## src/shared/sccfg_defines.svh

```systemverilog
// Purpose: Offsets, field positions, reset values and timing for the cache config block
// Assumes: Register indexes are scaled by four to form Avalon byte addresses
// Notes:   Definitions only
`ifndef SCCFG_DEFINES_SVH
`define SCCFG_DEFINES_SVH

`define SCCFG_IDX_MODE      8'h20
`define SCCFG_IDX_GEOM      8'h21
`define SCCFG_IDX_DIAG      8'h22
`define SCCFG_IDX_PRB_LO    8'h23
`define SCCFG_IDX_PRB_HI    8'h24

`define SCCFG_MODE_RST      8'h00
`define SCCFG_GEOM_RST      8'h00
`define SCCFG_DIAG_RST      8'h00

`define SCCFG_GEOM_WMASK    8'hF6
`define SCCFG_DIAG_WMASK    8'hCB
`define SCCFG_PRB_HI_WMASK  8'h07

`define SCCFG_MODE_WB       0
`define SCCFG_MODE_INIT     1
`define SCCFG_MODE_FRZ      2
`define SCCFG_MODE_EN       3
`define SCCFG_MODE_WRB_LSB  4
`define SCCFG_MODE_RDB_LSB  6
`define SCCFG_GEOM_TAGW_LSB 1
`define SCCFG_GEOM_SIZE_LSB 4
`define SCCFG_GEOM_BANK     7
`define SCCFG_DIAG_SRAM     0
`define SCCFG_DIAG_TAG      1
`define SCCFG_DIAG_WSEL     3
`define SCCFG_DIAG_FILL_LSB 6

`define SCCFG_WIN_LO_A      32'h0004_0000
`define SCCFG_WIN_HI_A      32'h0007_FFFF
`define SCCFG_WIN_LO_B      32'h0002_0000
`define SCCFG_WIN_HI_B      32'h0009_FFFF
`define SCCFG_WIN_LO_C      32'h0010_0000
`define SCCFG_WIN_HI_C      32'h001F_FFFF

`define SCCFG_CLK_MHZ       200
`define SCCFG_TAG_RD_NS     15
`define SCCFG_TAG_WR_NS     10
`define SCCFG_SYNC_CYC      3

`endif

```

## src/shared/sccfg_pkg.sv

```systemverilog
// Purpose: Types shared by the cache config block
// Assumes: Host cycle fields come from the cache controller on the same clock
// Notes:   Constants live in sccfg_defines.svh
package sccfg_pkg;

  typedef enum logic [1:0] {
    SCCFG_B2111 = 2'h0,
    SCCFG_B2222 = 2'h1,
    SCCFG_B3222 = 2'h2,
    SCCFG_B4222 = 2'h3
  } sccfg_burst_t;

  typedef enum logic [1:0] {
    SCCFG_IDLE = 2'h0,
    SCCFG_RD   = 2'h1,
    SCCFG_WR   = 2'h2
  } sccfg_state_t;

  typedef struct packed {
    logic        valid;
    logic        write;
    logic        code;
    logic        dram;
    logic        cacheable;
    logic        hit;
    logic [31:0] addr;
  } sccfg_host_t;

  typedef struct packed {
    sccfg_burst_t wr_burst;
    sccfg_burst_t rd_burst;
    logic [10:0]  tag_mask;
    logic [2:0]   size;
    logic         dual_bank;
    logic         enable;
    logic         write_back;
    logic         init;
    logic         freeze;
  } sccfg_cfg_t;

endpackage

```

## src/rtl/sccfg_top.sv

```systemverilog
// Purpose: Configuration and diagnostic logic of the secondary cache controller
// Assumes: Host cycle strobes are synchronous; tag RAM data arrives on pins
// Notes:   Registers reached over Avalon-MM, one 32-bit word per register
// Summary of operation
// - Mode bits 5:4 pick write burst timing 2-1-1-1, 3-2-2-2 or 4-2-2-2.
// - Mode bits 7:6 pick read burst timing 2-1-1-1, 2-2-2-2 or 3-2-2-2.
// - SRAM test bit suppresses DRAM CAS for cycles inside the test window.
// - Diag bit 1 enables tag test mode; bits 2 and 5:4 reserved.
// - Window select clear: 40000h-7FFFFh, or 20000h-9FFFFh for 512K.
// - Window select set: 100000h-1FFFFFh for every cache size.
// - Diag bits 7:6 limit line fills to code, data, or both.
// - Fill limit leaves hit servicing and L1 cacheable answer untouched.
// - Tag test read in window captures tag bits 0-7 into low probe.
// - Probe registers have no reset, take bus writes in any mode, and feed tag RAM only in tag test mode.
//
// The Avalon-MM register port was left to the implementer.
`timescale 1ns/100ps
`default_nettype none
`include "sccfg_defines.svh"

module sccfg_top
  import sccfg_pkg::*;
#(
  parameter int ADDR_W = 10
) (
  input  wire logic              CLK,
  input  wire logic              RSTN,
  input  wire logic [ADDR_W-1:0] AVS_ADDRESS,
  input  wire logic              AVS_READ,
  input  wire logic              AVS_WRITE,
  input  wire logic [31:0]       AVS_WRITEDATA,
  input  wire logic [3:0]        AVS_BYTEENABLE,
  output var  logic [31:0]       AVS_READDATA,
  output var  logic              AVS_WAITREQUEST,
  output var  logic [1:0]        AVS_RESPONSE,
  input  wire sccfg_host_t       HOST,
  output var  sccfg_cfg_t        SC_CFG,
  output var  logic              CAS_INHIBIT,
  output var  logic              LINE_FILL_EN,
  output var  logic              HIT_SERVICE,
  output var  logic              L1_CACHEABLE_IN_N,
  output var  logic              TAG_MATCH,
  input  wire logic [10:0]       TAG_DQ_I,
  output var  logic [10:0]       TAG_DQ_O,
  output var  logic              TAG_DQ_OE,
  output var  logic              TAG_WE,
  output var  logic              TAG_RD
);

  localparam int RD_CYC_I = (`SCCFG_TAG_RD_NS * `SCCFG_CLK_MHZ + 999) / 1000;
  localparam int WR_CYC_I = (`SCCFG_TAG_WR_NS * `SCCFG_CLK_MHZ + 999) / 1000;
  localparam logic [3:0] RD_CYC = 4'(RD_CYC_I + `SCCFG_SYNC_CYC);
  localparam logic [3:0] WR_CYC = 4'(WR_CYC_I);

  if (ADDR_W < 10) begin : g_chk
    $error("ADDR_W must reach byte address 0x90");
  end

  function automatic sccfg_burst_t wr_burst_of(input logic [1:0] c);
    unique case (c)
      2'h0: wr_burst_of = SCCFG_B2111;
      2'h2: wr_burst_of = SCCFG_B3222;
      2'h3: wr_burst_of = SCCFG_B4222;
      2'h1: wr_burst_of = SCCFG_B4222;
    endcase
  endfunction

  function automatic sccfg_burst_t rd_burst_of(input logic [1:0] c);
    unique case (c)
      2'h0: rd_burst_of = SCCFG_B2111;
      2'h1: rd_burst_of = SCCFG_B2222;
      2'h2: rd_burst_of = SCCFG_B3222;
      2'h3: rd_burst_of = SCCFG_B3222;
    endcase
  endfunction

  function automatic logic [10:0] mask_of(input logic [1:0] w);
    unique case (w)
      2'h1:    mask_of = 11'h1FF;
      2'h2:    mask_of = 11'h7FF;
      default: mask_of = 11'h0FF;
    endcase
  endfunction

  function automatic logic [10:0] tag_of(input logic [31:0] a,
                                         input logic [2:0]  s);
    unique case (s)
      3'h1:    tag_of = a[27:17];
      3'h2:    tag_of = a[28:18];
      3'h3:    tag_of = a[29:19];
      3'h4:    tag_of = a[30:20];
      default: tag_of = a[26:16];
    endcase
  endfunction

  function automatic logic fill_ok(input logic [1:0] sel,
                                   input logic       code);
    unique case (sel)
      2'h1:    fill_ok = code;
      2'h2:    fill_ok = !code;
      default: fill_ok = 1'b1;
    endcase
  endfunction

  // Register bus state
  logic        wait_q;
  logic        wait_d;
  logic [31:0] rdata_q;
  logic [31:0] rdata_d;
  logic [1:0]  resp_q;
  logic [1:0]  resp_d;
  logic [7:0]  mode_q;
  logic [7:0]  mode_d;
  logic [7:0]  geom_q;
  logic [7:0]  geom_d;
  logic [7:0]  diag_q;
  logic [7:0]  diag_d;
  logic [7:0]  prb_lo_q;
  logic [7:0]  prb_lo_d;
  logic [2:0]  prb_hi_q;
  logic [2:0]  prb_hi_d;

  logic [7:0]  idx;
  logic        mapped;
  logic        wr_go;
  logic [7:0]  rd_mux;

  // Tag test state
  sccfg_state_t st_q;
  sccfg_state_t st_d;
  logic [3:0]   cnt_q;
  logic [3:0]   cnt_d;
  logic         we_q;
  logic         we_d;
  logic         oe_q;
  logic         oe_d;
  logic         rd_q;
  logic         rd_d;
  logic [10:0]  wd_q;
  logic [10:0]  wd_d;
  logic         capture;

  // Tag pin synchroniser
  logic [10:0]  s1_q;
  logic [10:0]  s2_q;
  logic [10:0]  s3_q;

  // Host side outputs
  logic         in_win;
  logic         cas_q;
  logic         cas_d;
  logic         fill_q;
  logic         fill_d;
  logic         hitsv_q;
  logic         hitsv_d;
  logic         l1n_q;
  logic         l1n_d;
  logic         match_q;
  logic         match_d;
  sccfg_cfg_t   cfg_q;
  sccfg_cfg_t   cfg_d;

  assign idx = AVS_ADDRESS[9:2];

  always_comb begin
    unique case (idx)
      `SCCFG_IDX_MODE:   rd_mux = mode_q;
      `SCCFG_IDX_GEOM:   rd_mux = geom_q;
      `SCCFG_IDX_DIAG:   rd_mux = diag_q;
      `SCCFG_IDX_PRB_LO: rd_mux = prb_lo_q;
      `SCCFG_IDX_PRB_HI: rd_mux = {5'h00, prb_hi_q};
      default:           rd_mux = 8'h00;
    endcase
    mapped = (idx >= `SCCFG_IDX_MODE) && (idx <= `SCCFG_IDX_PRB_HI);
  end

  // Two-cycle slave: waitrequest drops for one cycle per request
  always_comb begin
    wait_d  = 1'b1;
    rdata_d = rdata_q;
    resp_d  = resp_q;
    if ((AVS_READ || AVS_WRITE) && wait_q) begin
      wait_d = 1'b0;
      resp_d = mapped ? 2'h0 : 2'h2;
      if (AVS_READ) begin
        rdata_d = {24'h00_0000, rd_mux};
      end
    end
    wr_go = AVS_WRITE && !wait_q && AVS_BYTEENABLE[0] && mapped;
  end

  always_comb begin
    mode_d = mode_q;
    geom_d = geom_q;
    diag_d = diag_q;
    if (wr_go) begin
      unique case (idx)
        `SCCFG_IDX_MODE: mode_d = AVS_WRITEDATA[7:0];
        `SCCFG_IDX_GEOM: geom_d = AVS_WRITEDATA[7:0] & `SCCFG_GEOM_WMASK;
        `SCCFG_IDX_DIAG: diag_d = AVS_WRITEDATA[7:0] & `SCCFG_DIAG_WMASK;
        default: ;
      endcase
    end
  end

  // Captured tag data wins over a bus write in the same cycle
  always_comb begin
    prb_lo_d = prb_lo_q;
    prb_hi_d = prb_hi_q;
    if (capture) begin
      prb_lo_d = s3_q[7:0];
      prb_hi_d = s3_q[10:8];
    end else if (wr_go && idx == `SCCFG_IDX_PRB_LO) begin
      prb_lo_d = AVS_WRITEDATA[7:0];
    end else if (wr_go && idx == `SCCFG_IDX_PRB_HI) begin
      prb_hi_d = 3'(AVS_WRITEDATA[7:0] & `SCCFG_PRB_HI_WMASK);
    end
  end

  always_ff @(posedge CLK) begin
    if (!RSTN) begin
      wait_q  <= 1'b1;
      rdata_q <= 32'h0000_0000;
      resp_q  <= 2'h0;
      mode_q  <= `SCCFG_MODE_RST;
      geom_q  <= `SCCFG_GEOM_RST;
      diag_q  <= `SCCFG_DIAG_RST;
    end else begin
      wait_q  <= wait_d;
      rdata_q <= rdata_d;
      resp_q  <= resp_d;
      mode_q  <= mode_d;
      geom_q  <= geom_d;
      diag_q  <= diag_d;
    end
  end

  // Probe registers power up undefined
  always_ff @(posedge CLK) begin
    prb_lo_q <= prb_lo_d;
    prb_hi_q <= prb_hi_d;
  end

  sccfg_window u_win (
    .size   (geom_q[`SCCFG_GEOM_SIZE_LSB +: 3]),
    .wsel   (diag_q[`SCCFG_DIAG_WSEL]),
    .addr   (HOST.addr),
    .in_win (in_win)
  );

  // Tag RAM access sequencer for test mode
  always_comb begin
    st_d    = st_q;
    cnt_d   = cnt_q;
    we_d    = we_q;
    oe_d    = oe_q;
    rd_d    = rd_q;
    wd_d    = wd_q;
    capture = 1'b0;
    unique case (st_q)
      SCCFG_IDLE: begin
        if (HOST.valid && in_win && diag_q[`SCCFG_DIAG_TAG]) begin
          cnt_d = HOST.write ? WR_CYC : RD_CYC;
          if (HOST.write) begin
            st_d = SCCFG_WR;
            we_d = 1'b1;
            oe_d = 1'b1;
            wd_d = {prb_hi_q, prb_lo_q};
          end else begin
            st_d = SCCFG_RD;
            rd_d = 1'b1;
          end
        end
      end
      SCCFG_WR: begin
        cnt_d = cnt_q - 4'h1;
        if (cnt_q == 4'h1) begin
          st_d = SCCFG_IDLE;
          we_d = 1'b0;
          oe_d = 1'b0;
        end
      end
      SCCFG_RD: begin
        if (cnt_q != 4'h0) begin
          cnt_d = cnt_q - 4'h1;
        end else if (s2_q == s3_q) begin
          capture = 1'b1;
          st_d    = SCCFG_IDLE;
          rd_d    = 1'b0;
        end
      end
      default: begin
        st_d = SCCFG_IDLE;
        we_d = 1'b0;
        oe_d = 1'b0;
        rd_d = 1'b0;
      end
    endcase
  end

  always_ff @(posedge CLK) begin
    if (!RSTN) begin
      st_q  <= SCCFG_IDLE;
      cnt_q <= 4'h0;
      we_q  <= 1'b0;
      oe_q  <= 1'b0;
      rd_q  <= 1'b0;
      wd_q  <= 11'h000;
    end else begin
      st_q  <= st_d;
      cnt_q <= cnt_d;
      we_q  <= we_d;
      oe_q  <= oe_d;
      rd_q  <= rd_d;
      wd_q  <= wd_d;
    end
  end

  always_ff @(posedge CLK) begin
    if (!RSTN) begin
      s1_q <= 11'h000;
      s2_q <= 11'h000;
      s3_q <= 11'h000;
    end else begin
      s1_q <= TAG_DQ_I;
      s2_q <= s1_q;
      s3_q <= s2_q;
    end
  end

  // Host cycle qualifiers and configuration outputs
  always_comb begin
    cas_d = HOST.valid && HOST.dram && in_win
            && diag_q[`SCCFG_DIAG_SRAM];
    fill_d = HOST.valid && !HOST.write && HOST.cacheable && !HOST.hit
             && mode_q[`SCCFG_MODE_EN] && !mode_q[`SCCFG_MODE_FRZ]
             && fill_ok(diag_q[`SCCFG_DIAG_FILL_LSB +: 2], HOST.code);
    hitsv_d = HOST.valid && HOST.hit && mode_q[`SCCFG_MODE_EN];
    l1n_d   = !HOST.cacheable;
    match_d = ((s3_q ^ tag_of(HOST.addr, geom_q[`SCCFG_GEOM_SIZE_LSB +: 3]))
              & mask_of(geom_q[`SCCFG_GEOM_TAGW_LSB +: 2])) == 11'h000;
    cfg_d.wr_burst   = wr_burst_of(mode_q[`SCCFG_MODE_WRB_LSB +: 2]);
    cfg_d.rd_burst   = rd_burst_of(mode_q[`SCCFG_MODE_RDB_LSB +: 2]);
    cfg_d.tag_mask   = mask_of(geom_q[`SCCFG_GEOM_TAGW_LSB +: 2]);
    cfg_d.size       = geom_q[`SCCFG_GEOM_SIZE_LSB +: 3];
    cfg_d.dual_bank  = geom_q[`SCCFG_GEOM_BANK];
    cfg_d.enable     = mode_q[`SCCFG_MODE_EN];
    cfg_d.write_back = mode_q[`SCCFG_MODE_WB];
    cfg_d.init       = mode_q[`SCCFG_MODE_INIT];
    cfg_d.freeze     = mode_q[`SCCFG_MODE_FRZ];
  end

  always_ff @(posedge CLK) begin
    if (!RSTN) begin
      cas_q   <= 1'b0;
      fill_q  <= 1'b0;
      hitsv_q <= 1'b0;
      l1n_q   <= 1'b1;
      match_q <= 1'b0;
      cfg_q   <= '0;
    end else begin
      cas_q   <= cas_d;
      fill_q  <= fill_d;
      hitsv_q <= hitsv_d;
      l1n_q   <= l1n_d;
      match_q <= match_d;
      cfg_q   <= cfg_d;
    end
  end

  assign AVS_WAITREQUEST   = wait_q;
  assign AVS_READDATA      = rdata_q;
  assign AVS_RESPONSE      = resp_q;
  assign SC_CFG            = cfg_q;
  assign CAS_INHIBIT       = cas_q;
  assign LINE_FILL_EN      = fill_q;
  assign HIT_SERVICE       = hitsv_q;
  assign L1_CACHEABLE_IN_N = l1n_q;
  assign TAG_MATCH         = match_q;
  assign TAG_DQ_O          = wd_q;
  assign TAG_DQ_OE         = oe_q;
  assign TAG_WE            = we_q;
  assign TAG_RD            = rd_q;

endmodule
`default_nettype wire

```

## src/rtl/sccfg_window.sv

```systemverilog
// Purpose: Decodes whether a host address lies in the diagnostic test window
// Assumes: Size codes above 1M bytes behave as 64K bytes
// Notes:   Purely combinational
`timescale 1ns/100ps
`default_nettype none
`include "sccfg_defines.svh"

module sccfg_window (
  input  wire logic [2:0]  size,
  input  wire logic        wsel,
  input  wire logic [31:0] addr,
  output var  logic        in_win
);

  logic [31:0] lo;
  logic [31:0] hi;

  always_comb begin
    lo = `SCCFG_WIN_LO_A;
    hi = `SCCFG_WIN_HI_A;
    if (wsel) begin
      lo = `SCCFG_WIN_LO_C;
      hi = `SCCFG_WIN_HI_C;
    end else if (size == 3'h3) begin
      lo = `SCCFG_WIN_LO_B;
      hi = `SCCFG_WIN_HI_B;
    end
    in_win = (addr >= lo) && (addr <= hi);
  end

endmodule
`default_nettype wire

```

## config.mk

```make
export PLATFORM = sky130hd
export DESIGN_NAME = sccfg_top
export DESIGN_NICKNAME = d
export VERILOG_FILES = /design/src/shared/sccfg_pkg.sv /design/src/rtl/sccfg_top.sv /design/src/rtl/sccfg_window.sv
export VERILOG_INCLUDE_DIRS = /design/src /design/src/shared
export SDC_FILE = /design/constraint.sdc
export NUM_CORES = 1
export LEC_CHECK = 0
export BUFFER_PORTS_ARGS = -buffer_cell sky130_fd_sc_hd__buf_2
export CAP_MARGIN = 5
export CORE_MARGIN = 5
export CORE_UTILIZATION = 35
export CTS_CLUSTER_DIAMETER = 80
export DETAILED_ROUTE_END_ITERATION = 6
export GPL_TIMING_DRIVEN = 0
export PLACE_DENSITY = 0.67
export SETUP_SLACK_MARGIN = 0.2
export SLEW_MARGIN = 10
export SYNTH_ARGS = -nofsm -noshare
export SYNTH_HDL_FRONTEND = slang
export SYNTH_HIERARCHICAL = 1
export SYNTH_SLANG_ARGS = --single-unit
export TNS_END_PERCENT = 20
```

## constraint.sdc

```tcl
create_clock -name CLK -period 6.5 [get_ports CLK]
set_clock_uncertainty 0.2 [all_clocks]
set_input_delay 1.95 -clock CLK [delete_from_list [all_inputs] [get_ports CLK]]
set_output_delay 1.95 -clock CLK [all_outputs]
set_load 0.01 [all_outputs]
```

* Word level (Yosys, flattened, before mapping) *
Cells that the tools add are included.

word-level totals
  flip-flop bits (word level) = 121
  bits in latches = 0
  bits in writable memories = 0
  bits in read-only memories = 0
  input port bits = 99
  output and inout port bits = 77
  memories kept = 0

cells by class
  $add $sub $neg = 1
  $mul = 0
  divide/modulo/power cells = 0
  order comparisons = 4
  equal/unequal tests = 31
  shift operators = 0
  mux-type cells = 39
  bitwise operators = 4
  reductions and logical operators = 48

operators by type and width
  operator              number
  $mux W32              2
  $pmux W11 S4          1
  $eq A8 B6 Y1 const B  5
  $pmux W8 S5           1
  $ge A32 B32 Y1        1
  $le A32 B32 Y1        1
  $pmux W11 S2          1
  $logic_and A1 B1 Y1   21
  $mux W20              1
  $mux W19              1
  $pmux W2 S3           3
  $mux W8               2
  $ne A2 B2 Y1 const B  8
  $eq A2 B2 Y1 const B  7
  $mux W2               6
  $mux W3               4
  $pmux W4 S3           1
  $and A11 B11 Y11      1
  $eq A11 B11 Y1        1
  $logic_not A11 Y1     1
  $mux W1               11
  $xor A11 B11 Y11      1
  $eq A2 B1 Y1 const B  5
  $reduce_and A2 Y1     5
  other kinds (21)      36

* Longest topological paths before layout *
Gate-level depths: netlist of run 1.

  depth in word-level cells = 9
  depth in mapped cells = 14
  depth with buffers taken out = 14

* Hierarchy *
Netlist of run 1, hierarchy kept.

modules (own cells, without submodules)
  module        instances  cells an instance  area an instance (um^2)
  sccfg_top     1          539                5382.7
  sccfg_window  1          38                 296.5

* Worst setup path before layout of run 1 *
OpenSTA, ideal clock, no wires.

  kind = input to register
  start = input port HOST[20] (netlist bit)
  end = register cnt_q[2]
  setup time = 0.118 ns
  arrival = 4.155 ns
  slack = 2.027 ns
  stages = 10
  path buffers = 0
  cells stage by stage = ha_1 nor4b_2 nand3_1 a31o_1 a2111oi_2 nand3_1 a221oi_1 o21ai_0 a22oi_1 nor2b_1

between the ends
  word-level cells in the longest chain between the ends = 6
  elaborated cells on any way between the ends = 7
  those cells by class = order compare: 2; eq/ne: 1; reduce/logical: 4

RTL lines
  item                                              line                text
  from (decl)                                       sccfg_top.sv:36     input wire sccfg_host_t HOST,
  $ge A32 B32 Y1 or $le A32 B32 Y1 (tied branches)  sccfg_window.sv:28  in_win = (addr >= lo) && (addr <= hi);
  $logic_and A1 B1 Y1 (*)                           sccfg_window.sv:28
  named net in_win                                  sccfg_top.sv:149    logic in_win;
  $logic_and A1 B1 Y1 (*) (2 in series)             sccfg_top.sv:262    if (HOST.valid && in_win && diag_q[`SCCFG_DIAG_TAG]) begin
  $ne A2 B2 Y1 (no source line) (*)                 --
  $reduce_and A3 Y1 (no source line) (*)            --
  to (signal assigned)                              sccfg_top.sv:311    cnt_q <= cnt_d;
  to (decl)                                         sccfg_top.sv:131    logic [3:0] cnt_q;

The timed path passes the listed nets; every way through them passes the cells marked *.
A chain may end at the register's enable or synchronous reset.

* Final worst setup path of run 1 *
Same ends and word-level chain as after synthesis.

==> results.yml, run 1 <==
routing:
  drtAntennaViolNets: 0
  vias_per_cell: 4.75
  routed_wire_length_per_instance_um: 15.7
  route.vias.total: 4521
  postRouteWirelength_um: 14900
  drt_first_pass_iters: 5
  initialDrtViolationCount: 431
  post-route-drc-count: 0
synth:
  synth.yosys.warnings: 6
  yosys-top-cells-area: "sky130_fd_sc_hd__dfxtp_1 36%, sky130_fd_sc_hd__mux2i_1 6.2%, sky130_fd_sc_hd__edfxtp_1 5.8%"
  synth_cell_type_count: 67
  synth_edf_count: 11
  post_synth_inst_count: 577
  postSynthAreaPerCell_um2: 9.84
  synth_ff_type: "sky130_fd_sc_hd__dfxtp_1"
  synth_sequential_area_ratio: 0.414
  synth_area_mm2: 0.00568
  synth_area_leader_cell: "sky130_fd_sc_hd__dfxtp_1"
  synthDominantCellAreaShare: 0.356
  proportion_of_register_bits_with_asynchronous_set_or_reset_after_synthesis: 0
  ys_seq_elements: 112
timing:
  timing.setup.tns_ns: 0
  slew-limit-headroom: 0.430
  max_slew.worst_pin.slew_ns: 0.855
  whs_ns: 0.235
  drv_slew: 0
  number_of_hold_violations_in_the_final_report: 0
  fmax_mhz: 199
  min_period_over_period: 0.773
  final-setup-viol-count: 0
  setup_slack_ns: 1.48
  rsz0062_at_grt: "false"
  crit_path_time_final_ns: 5.02
power:
  power_density_mw_per_mm2: 205
  peak_supply_drop_v: 0.000142
  p_leak_nw: 2.92
setup_path:
  reg2reg_depth: 11
  path_cells: "buf_2 -> ha_1 -> nor4b_2 -> nand3_1 -> a31o_1 -> a2111oi_2 -> nand3_1 -> a221oi_1 -> o21ai_0 -> a22oi_1 -> nor2b_1"
  timing.critical_path.from: "HOST[20]"
  setup.worst_path.class: "in -> reg"
  critPathRequiredTime_ns: 6.55
  cp_slowest_cell: "sky130_fd_sc_hd__a221oi_1"
  rr_endpoint: "cnt_q[2]"
  worst-r2r-setup-slack_ns: 2.46
  cp_num_cells: 11
  cp-endpoint: "cnt_q[2]"
  r2r-start: "geom_q[6]"
  crit_arrival_ns: 5.07
  worstPathBufferInverterCount: 1
  timing.critical_path.max_delay_family: "compound AO/OA/AOI/OAI gates"
  worst_path_most_repeated_cell: "sky130_fd_sc_hd__nand3_1"
  worst_setup_path_start_kind: "primary input"
  crit_path_max_incr_delay_ns: 0.81
  critical_path_sink_type: "register"
  crit_fanout: 8
global_route:
  grt_start_max_net_pins: 21
  track_usage: 0.156
  first_pass_grt_wire_length_um: 22800
  initial_antenna_violation_count: 1
  grt_remaining_overflow: 0
  grt_pass1_vias: 4205
place:
  place.detailed.hpwl_um: 11800
  dp_slack_ns: 1.11
  port_buffers: 119
  routabilityCongestion: 0.831
  place_inst: 936
final_layout:
  finish.cell_count_without_fillers: 951
  nets: 843
  area_delta_synth_final_pct: 22.3
  n_antenna_cell: 0
  drive_above_1_share: 0.290
cts:
  clock_sinks: 112
  cts_tree: "yes"
  post_cts_resize_count: 0
  cts_inserted_buffers: 9
  ctsRootBufferMaster: "sky130_fd_sc_hd__clkbuf_16"
  holdBufCountCts: 0
  cts_htree_levels: 3
  clock_network_latency_to_the_later_pin_of_the_worst_skew_pair_ns: 0.36
  path_clk_slew_ns: 0.08
  clockBufferDepth: 2
  cts.repair_timing.setup_buffer_count: 0
floorplan:
  die_w_um: 137
  die-area_mm2: 0.0189
  die_h_um: 137
  rows: 46
  core_area_mm2: 0.0159
  ioPinCount: 176
  initial_core_utilization: 0.358
hold_path:
  cells_on_worst_hold_path: 1
  hold_class: "reg -> reg"
run_status:
  run_status: "finished clean"
run:
  max_cap_viol_count: 0
-- cells in the final DEF (no fill, tap or decap), types with 6 or more instances in the layout --
cell type                   count
sky130_fd_sc_hd__nand3_1       15
sky130_fd_sc_hd__buf_2        124
sky130_fd_sc_hd__nor2_1        12
sky130_fd_sc_hd__a211oi_1       6
sky130_fd_sc_hd__mux2i_1       35
sky130_fd_sc_hd__a21oi_1       16
sky130_fd_sc_hd__nand4_1        6
sky130_fd_sc_hd__clkbuf_1      19
sky130_fd_sc_hd__mux2_2        17
sky130_fd_sc_hd__dfxtp_1      101
sky130_fd_sc_hd__nand3b_1       6
sky130_fd_sc_hd__and2_1        46
sky130_fd_sc_hd__inv_1         21
sky130_fd_sc_hd__nand2_1       33
sky130_fd_sc_hd__nor3_1        10
sky130_fd_sc_hd__clkbuf_16      9
sky130_fd_sc_hd__o21ai_0        7
sky130_fd_sc_hd__buf_4         34
sky130_fd_sc_hd__a31oi_1        6
sky130_fd_sc_hd__nor3b_1        6
sky130_fd_sc_hd__ha_1          13
sky130_fd_sc_hd__edfxtp_1      11
sky130_fd_sc_hd__a221oi_1       6
sky130_fd_sc_hd__a22oi_1        9
sky130_fd_sc_hd__conb_1        25
sky130_fd_sc_hd__nor2b_1       37
sky130_fd_sc_hd__xnor2_1       18
sky130_fd_sc_hd__a21boi_0       8
-- flip-flops by register name (all words and copies together) (netlist names), 4 cells and up --
name and count:
cnt_q 4, s3_q 11, mode_q 8, SC_CFG 15, s2_q 11, AVS_READDATA 8, prb_lo_q 8, diag_q 5
TAG_DQ_O 11, s1_q 11, geom_q 6
-- cell families after synthesis --
logic type | synth area share
AOI/OAI and AO/OA | 0.107
xor gates and xnor gates | 0.0353
adders and majority gates | 0.0286
buffers and inverters | 0.0824
DFF | 0.414
muxes | 0.113
other | 0.000660
and+or+nand+nor | 0.218
-- cells in the mapped netlist, types with 3 or more instances --
cell                        instances
sky130_fd_sc_hd__ha_1              13
sky130_fd_sc_hd__nand2_1           33
sky130_fd_sc_hd__nor2b_1           37
sky130_fd_sc_hd__nor2_1            12
sky130_fd_sc_hd__a21oi_1           16
sky130_fd_sc_hd__nor3_1            10
sky130_fd_sc_hd__inv_1             21
sky130_fd_sc_hd__clkbuf_1          19
sky130_fd_sc_hd__nor3b_1            6
sky130_fd_sc_hd__buf_2              5
sky130_fd_sc_hd__dfxtp_1          101
sky130_fd_sc_hd__a22oi_1            9
sky130_fd_sc_hd__nand3b_1           6
sky130_fd_sc_hd__o22ai_1            3
sky130_fd_sc_hd__o21ai_1            3
sky130_fd_sc_hd__a2111oi_2          3
sky130_fd_sc_hd__a221oi_1           6
sky130_fd_sc_hd__nand4b_1           4
sky130_fd_sc_hd__and2_1            46
sky130_fd_sc_hd__xnor2_1           18
sky130_fd_sc_hd__mux2_2            17
sky130_fd_sc_hd__a21boi_0           8
sky130_fd_sc_hd__nand4_1            6
sky130_fd_sc_hd__nor4_1             5
sky130_fd_sc_hd__mux4_2             4
sky130_fd_sc_hd__o21a_1             3
sky130_fd_sc_hd__a31oi_1            6
sky130_fd_sc_hd__xor2_1             3
sky130_fd_sc_hd__buf_6              3
sky130_fd_sc_hd__nand3_1           15
sky130_fd_sc_hd__edfxtp_1          11
sky130_fd_sc_hd__nand2b_1           4
sky130_fd_sc_hd__buf_4             34
sky130_fd_sc_hd__mux2i_1           35
sky130_fd_sc_hd__o21ai_0            7
sky130_fd_sc_hd__a211oi_1           6
-- power breakdown --
| group | total, mW | internal [mW] | leakage, nW | switching (mW) |
|---|---|---|---|---|
| Clock | 0.578 | 0.307 | 0.153 | 0.270 |
| Combinational | 0.131 | 0.0630 | 1.84 | 0.0680 |
| Sequential | 0.713 | 0.706 | 0.919 | 0.00690 |
| Total | 1.42 | 1.08 | 2.92 | 0.345 |
-- layout make-up --
class / instances / area (µm²)
fill: 1606 / 8940
tap: 216 / 270
clock buffer: 9 / 225
timing repair buffer: 119 / 596
buffer: 62 / 389
sequential: 112 / 2350
inverter: 21 / 78.8
multi-input combinational: 406 / 2950
clock inverter: 6 / 83.8
-- worst min-delay path by stage --
| stage | from | to | slack, ns |
|---|---|---|---|
| 5_1_grt | s1_q[10] | s2_q[10] | 0.25 |
| 4_1_cts | s1_q[3] | s2_q[3] | 0.23 |
| 2_1_floorplan | s1_q[0] | s2_q[0] | 0.21 |
| 3_3_place_gp | s1_q[3] | s2_q[3] | 0.22 |
| 6_report | s1_q[3] | s2_q[3] | 0.23 |
| 3_5_place_dp | s1_q[10] | s2_q[10] | 0.22 |
-- stage by stage --
step	utilization	total power [mW]	cell area [µm²]
after floorplan	-	0.806	5770
after global placement	0.418	0.858	6640
after detailed placement	0.418	0.859	6640
after CTS	0.437	1.44	6940
after global routing	0.437	1.48	6940
final	0.437	1.42	6940
-- per-layer routing --
metal,part of all wire,vias up,GRT usage
met3,0.066,17,0.0332
met5,0.00047,-,0
met2,0.49,145,0.260
met1,0.43,2075,0.207
met4,0.012,2,0.0399
li1,-,2282,-
Note: power is estimated with default switching activity, not from simulation.
==> run 2, diff against run 1 <==
--- a/config.mk
+++ b/config.mk
@@ -6,6 +6,7 @@
 export SDC_FILE = /design/constraint.sdc
 export NUM_CORES = 1
 export LEC_CHECK = 0
+export ABC_AREA = 1
 export BUFFER_PORTS_ARGS = -buffer_cell sky130_fd_sc_hd__buf_2
 export CAP_MARGIN = 5
 export CORE_MARGIN = 5
==> constraint.sdc (replaced) <==
create_clock -name CLK -period 4.8 [get_ports CLK]
set_clock_uncertainty 0.2 [all_clocks]
set_input_delay 1.44 -clock CLK [delete_from_list [all_inputs] [get_ports CLK]]
set_output_delay 1.44 -clock CLK [all_outputs]
set_load 0.01 [all_outputs]
==> run 2 against run 1 <==
Hold slack worse by 0.021 ns. Sequential share of layout area shrank 0.41 points. Non-clock buffer count down 1. First-iteration DRC count shrank 43%. Highest routed layer is now met4.
==> results.yml, run 2 <==
setup_path:
  worst_path_most_repeated_cell: "sky130_fd_sc_hd__nor2_1"
  timing.critical_path.max_delay_family: "simple AND/OR/NAND/NOR gates"
  crit_fanout: 10
  timing.critical_path.from: "HOST[17]"
  crit_path_max_incr_delay_ns: 0.33
  r2r-start: "geom_q[6]"
  critPathRequiredTime_ns: 4.85
  cp_slowest_cell: "sky130_fd_sc_hd__clkinv_1"
  worstPathBufferInverterCount: 4
  critical_path_sink_type: "register"
  setup.worst_path.class: "in -> reg"
  crit_arrival_ns: 3.80
  worst_setup_path_start_kind: "primary input"
  path_cells: "buf_2 -> inv_1 -> ha_1 -> nor3_1 -> nand3_1 -> nor2_1 -> a21oi_1 -> nor2_1 -> nand2_1 -> nor2_1 -> inv_1 -> nor2_1 -> clkinv_1 -> nor2_1 -> nor2_1"
cts:
  clock_network_latency_to_the_later_pin_of_the_worst_skew_pair_ns: 0.35
  cts_tree: "yes"
  cts_inserted_buffers: 9
  clock_sinks: 112
  post_cts_resize_count: 0
  clockBufferDepth: 2
  path_clk_slew_ns: 0.07
  cts.repair_timing.setup_buffer_count: 0
  holdBufCountCts: 0
  cts_htree_levels: 3
  ctsRootBufferMaster: "sky130_fd_sc_hd__clkbuf_16"
routing:
  drt_first_pass_iters: 5
  routed_wire_length_per_instance_um: 12.9
  drtAntennaViolNets: 0
  route.vias.total: 5392
  postRouteWirelength_um: 15300
  vias_per_cell: 4.53
  post-route-drc-count: 0
  initialDrtViolationCount: 245
final_layout:
  seq_area_mm2: 0.00235
  finish.cell_count_without_fillers: 1191
  drive_above_1_share: 0.216
  final_non_filler_cell_area_mm2: 0.00703
  largest_reg_flops: 15
  fin_util: 0.430
  mostFrequentLayoutCell: "sky130_fd_sc_hd__nand2_1"
  multiInputGateArea_mm2: 0.00269
  n_antenna_cell: 0
  nets: 1078
  most_used_cells_in_the_layout_excluding_fill_and_tap_cells: "197 x sky130_fd_sc_hd__nand2_1, 127 x sky130_fd_sc_hd__buf_2, 110 x sky130_fd_sc_hd__inv_1"
  n_fill_cell: 1721
  area_delta_synth_final_pct: 21.9
power:
  p_leak_nw: 3.57
  peak_supply_drop_v: 0.000166
  power_density_mw_per_mm2: 266
  fin_total_pwr_mw: 1.87
place:
  routabilityCongestion: 0.891
  port_buffers: 121
  place_inst: 1175
  placedInstanceArea_mm2: 0.00674
  place.detailed.hpwl_um: 12300
global_route:
  grt_remaining_overflow: 0
  track_usage: 0.157
  grt_start_max_net_pins: 20
  first_pass_grt_wire_length_um: 25000
  grt_pass1_vias: 5049
  initial_antenna_violation_count: 0
run:
  max_cap_viol_count: 0
floorplan:
  die-area_mm2: 0.0191
  rows: 47
  initial_core_utilization: 0.353
  ioPinCount: 176
  die_h_um: 138
  core_area_mm2: 0.0163
  die_w_um: 138
synth:
  synth_edf_count: 11
  synth_common_cells: "197 x sky130_fd_sc_hd__nand2_1, 110 x sky130_fd_sc_hd__inv_1, 101 x sky130_fd_sc_hd__dfxtp_1"
  synth_cell_type_count: 42
  synth_ff_type: "sky130_fd_sc_hd__dfxtp_1"
  ys_seq_elements: 112
  synth_area_mm2: 0.00577
  synth_sequential_area_ratio: 0.408
  synth.yosys.warnings: 6
  synthDominantCellAreaShare: 0.351
  post_synth_inst_count: 810
  yosys-top-cells-area: "sky130_fd_sc_hd__dfxtp_1 35%, sky130_fd_sc_hd__nand2_1 13%, sky130_fd_sc_hd__inv_1 7.2%"
  postSynthAreaPerCell_um2: 7.12
  yosys.cell_count.top_type: "sky130_fd_sc_hd__nand2_1"
  proportion_of_register_bits_with_asynchronous_set_or_reset_after_synthesis: 0
  synth_area_leader_cell: "sky130_fd_sc_hd__dfxtp_1"
run_status:
  run_status: "finished clean"
timing:
  drv_slew: 0
  max_slew.worst_pin.slew_ns: 1.16
  timing.setup.tns_ns: 0
  rsz0062_at_grt: "false"
  fmax_mhz: 266
  crit_path_time_final_ns: 3.76
  min_period_over_period: 0.783
  final-setup-viol-count: 0
  number_of_hold_violations_in_the_final_report: 0
  slew-limit-headroom: 0.219
hold_path:
  hold_class: "reg -> reg"
  min-delay-start: "s1_q[10]"
## run 2: cell count changes after synthesis, moves of 35 or more
cell	delta
sky130_fd_sc_hd__and2_1	-46
sky130_fd_sc_hd__o21ai_0	+48
sky130_fd_sc_hd__nand3_1	+37
sky130_fd_sc_hd__nor2b_1	-37
sky130_fd_sc_hd__nand2_1	+164
sky130_fd_sc_hd__inv_1	+89
sky130_fd_sc_hd__mux2i_1	-35
sky130_fd_sc_hd__nor2_1	+67
## run 2: worst reg2reg max path, delay by kind of cell, from the launching register on
kind	cells	cell delay, ns
and+or+nand+nor	14	1.71
buffers and inverters	4	0.50
adders and majority gates	1	0.27
DFF	1	0.57
## run 2: logic make-up (layout without fill, tap and decap cells)
logic type,after synthesis,after routing,share of synthesized area
AO/OA/AOI/OAI,108,108,0.0998
AND/OR/NAND/NOR,389,389,0.303
flip-flops,112,112,0.408
XOR/XNOR,12,12,0.0182
adder cells (fa/ha/maj),13,13,0.0282
buffers and inverters,175,312,0.142
other,1,25,0.000650
## run 2: layout make-up
class,count,area share
Multi-Input combinational cell,547,0.382
Sequential cell,112,0.335
Timing Repair Buffer,121,0.0862
Inverter,116,0.0619
Buffer,59,0.0545
Tap cell,220,0.0392
Clock buffer,10,0.0340
Clock inverter,6,0.00748
## run 2: layer usage
metal	wire length, µm	vias to the layer above	GRT usage
met5	0	-	0
met4	349	0	0.0489
met3	837	24	0.0345
met2	7280	150	0.270
met1	6870	2388	0.197
li1	-	2830	-
## run 2: where the power goes
group / switching, mW / internal, mW
clock network: 0.357 / 0.375
registers: 0.00842 / 0.957
logic: 0.102 / 0.0723
## run 2: final timing paths
path,cells past startpoint,slack [ns],endpoint
max reg2reg,19,1.45,TAG_DQ_O[4]
max,15,1.04,TAG_DQ_O[4]
min,2,0.21,s2_q[10]
min reg2reg,2,0.21,s2_q[10]
## run 2: through the flow
stage,worst slack (ns),hold slack (ns)
floorplan,1.43,0.190
global placement,0.641,0.198
detailed placement,0.664,0.196
CTS,1.02,0.214
global route,0.740,0.235
finish,1.04,0.213
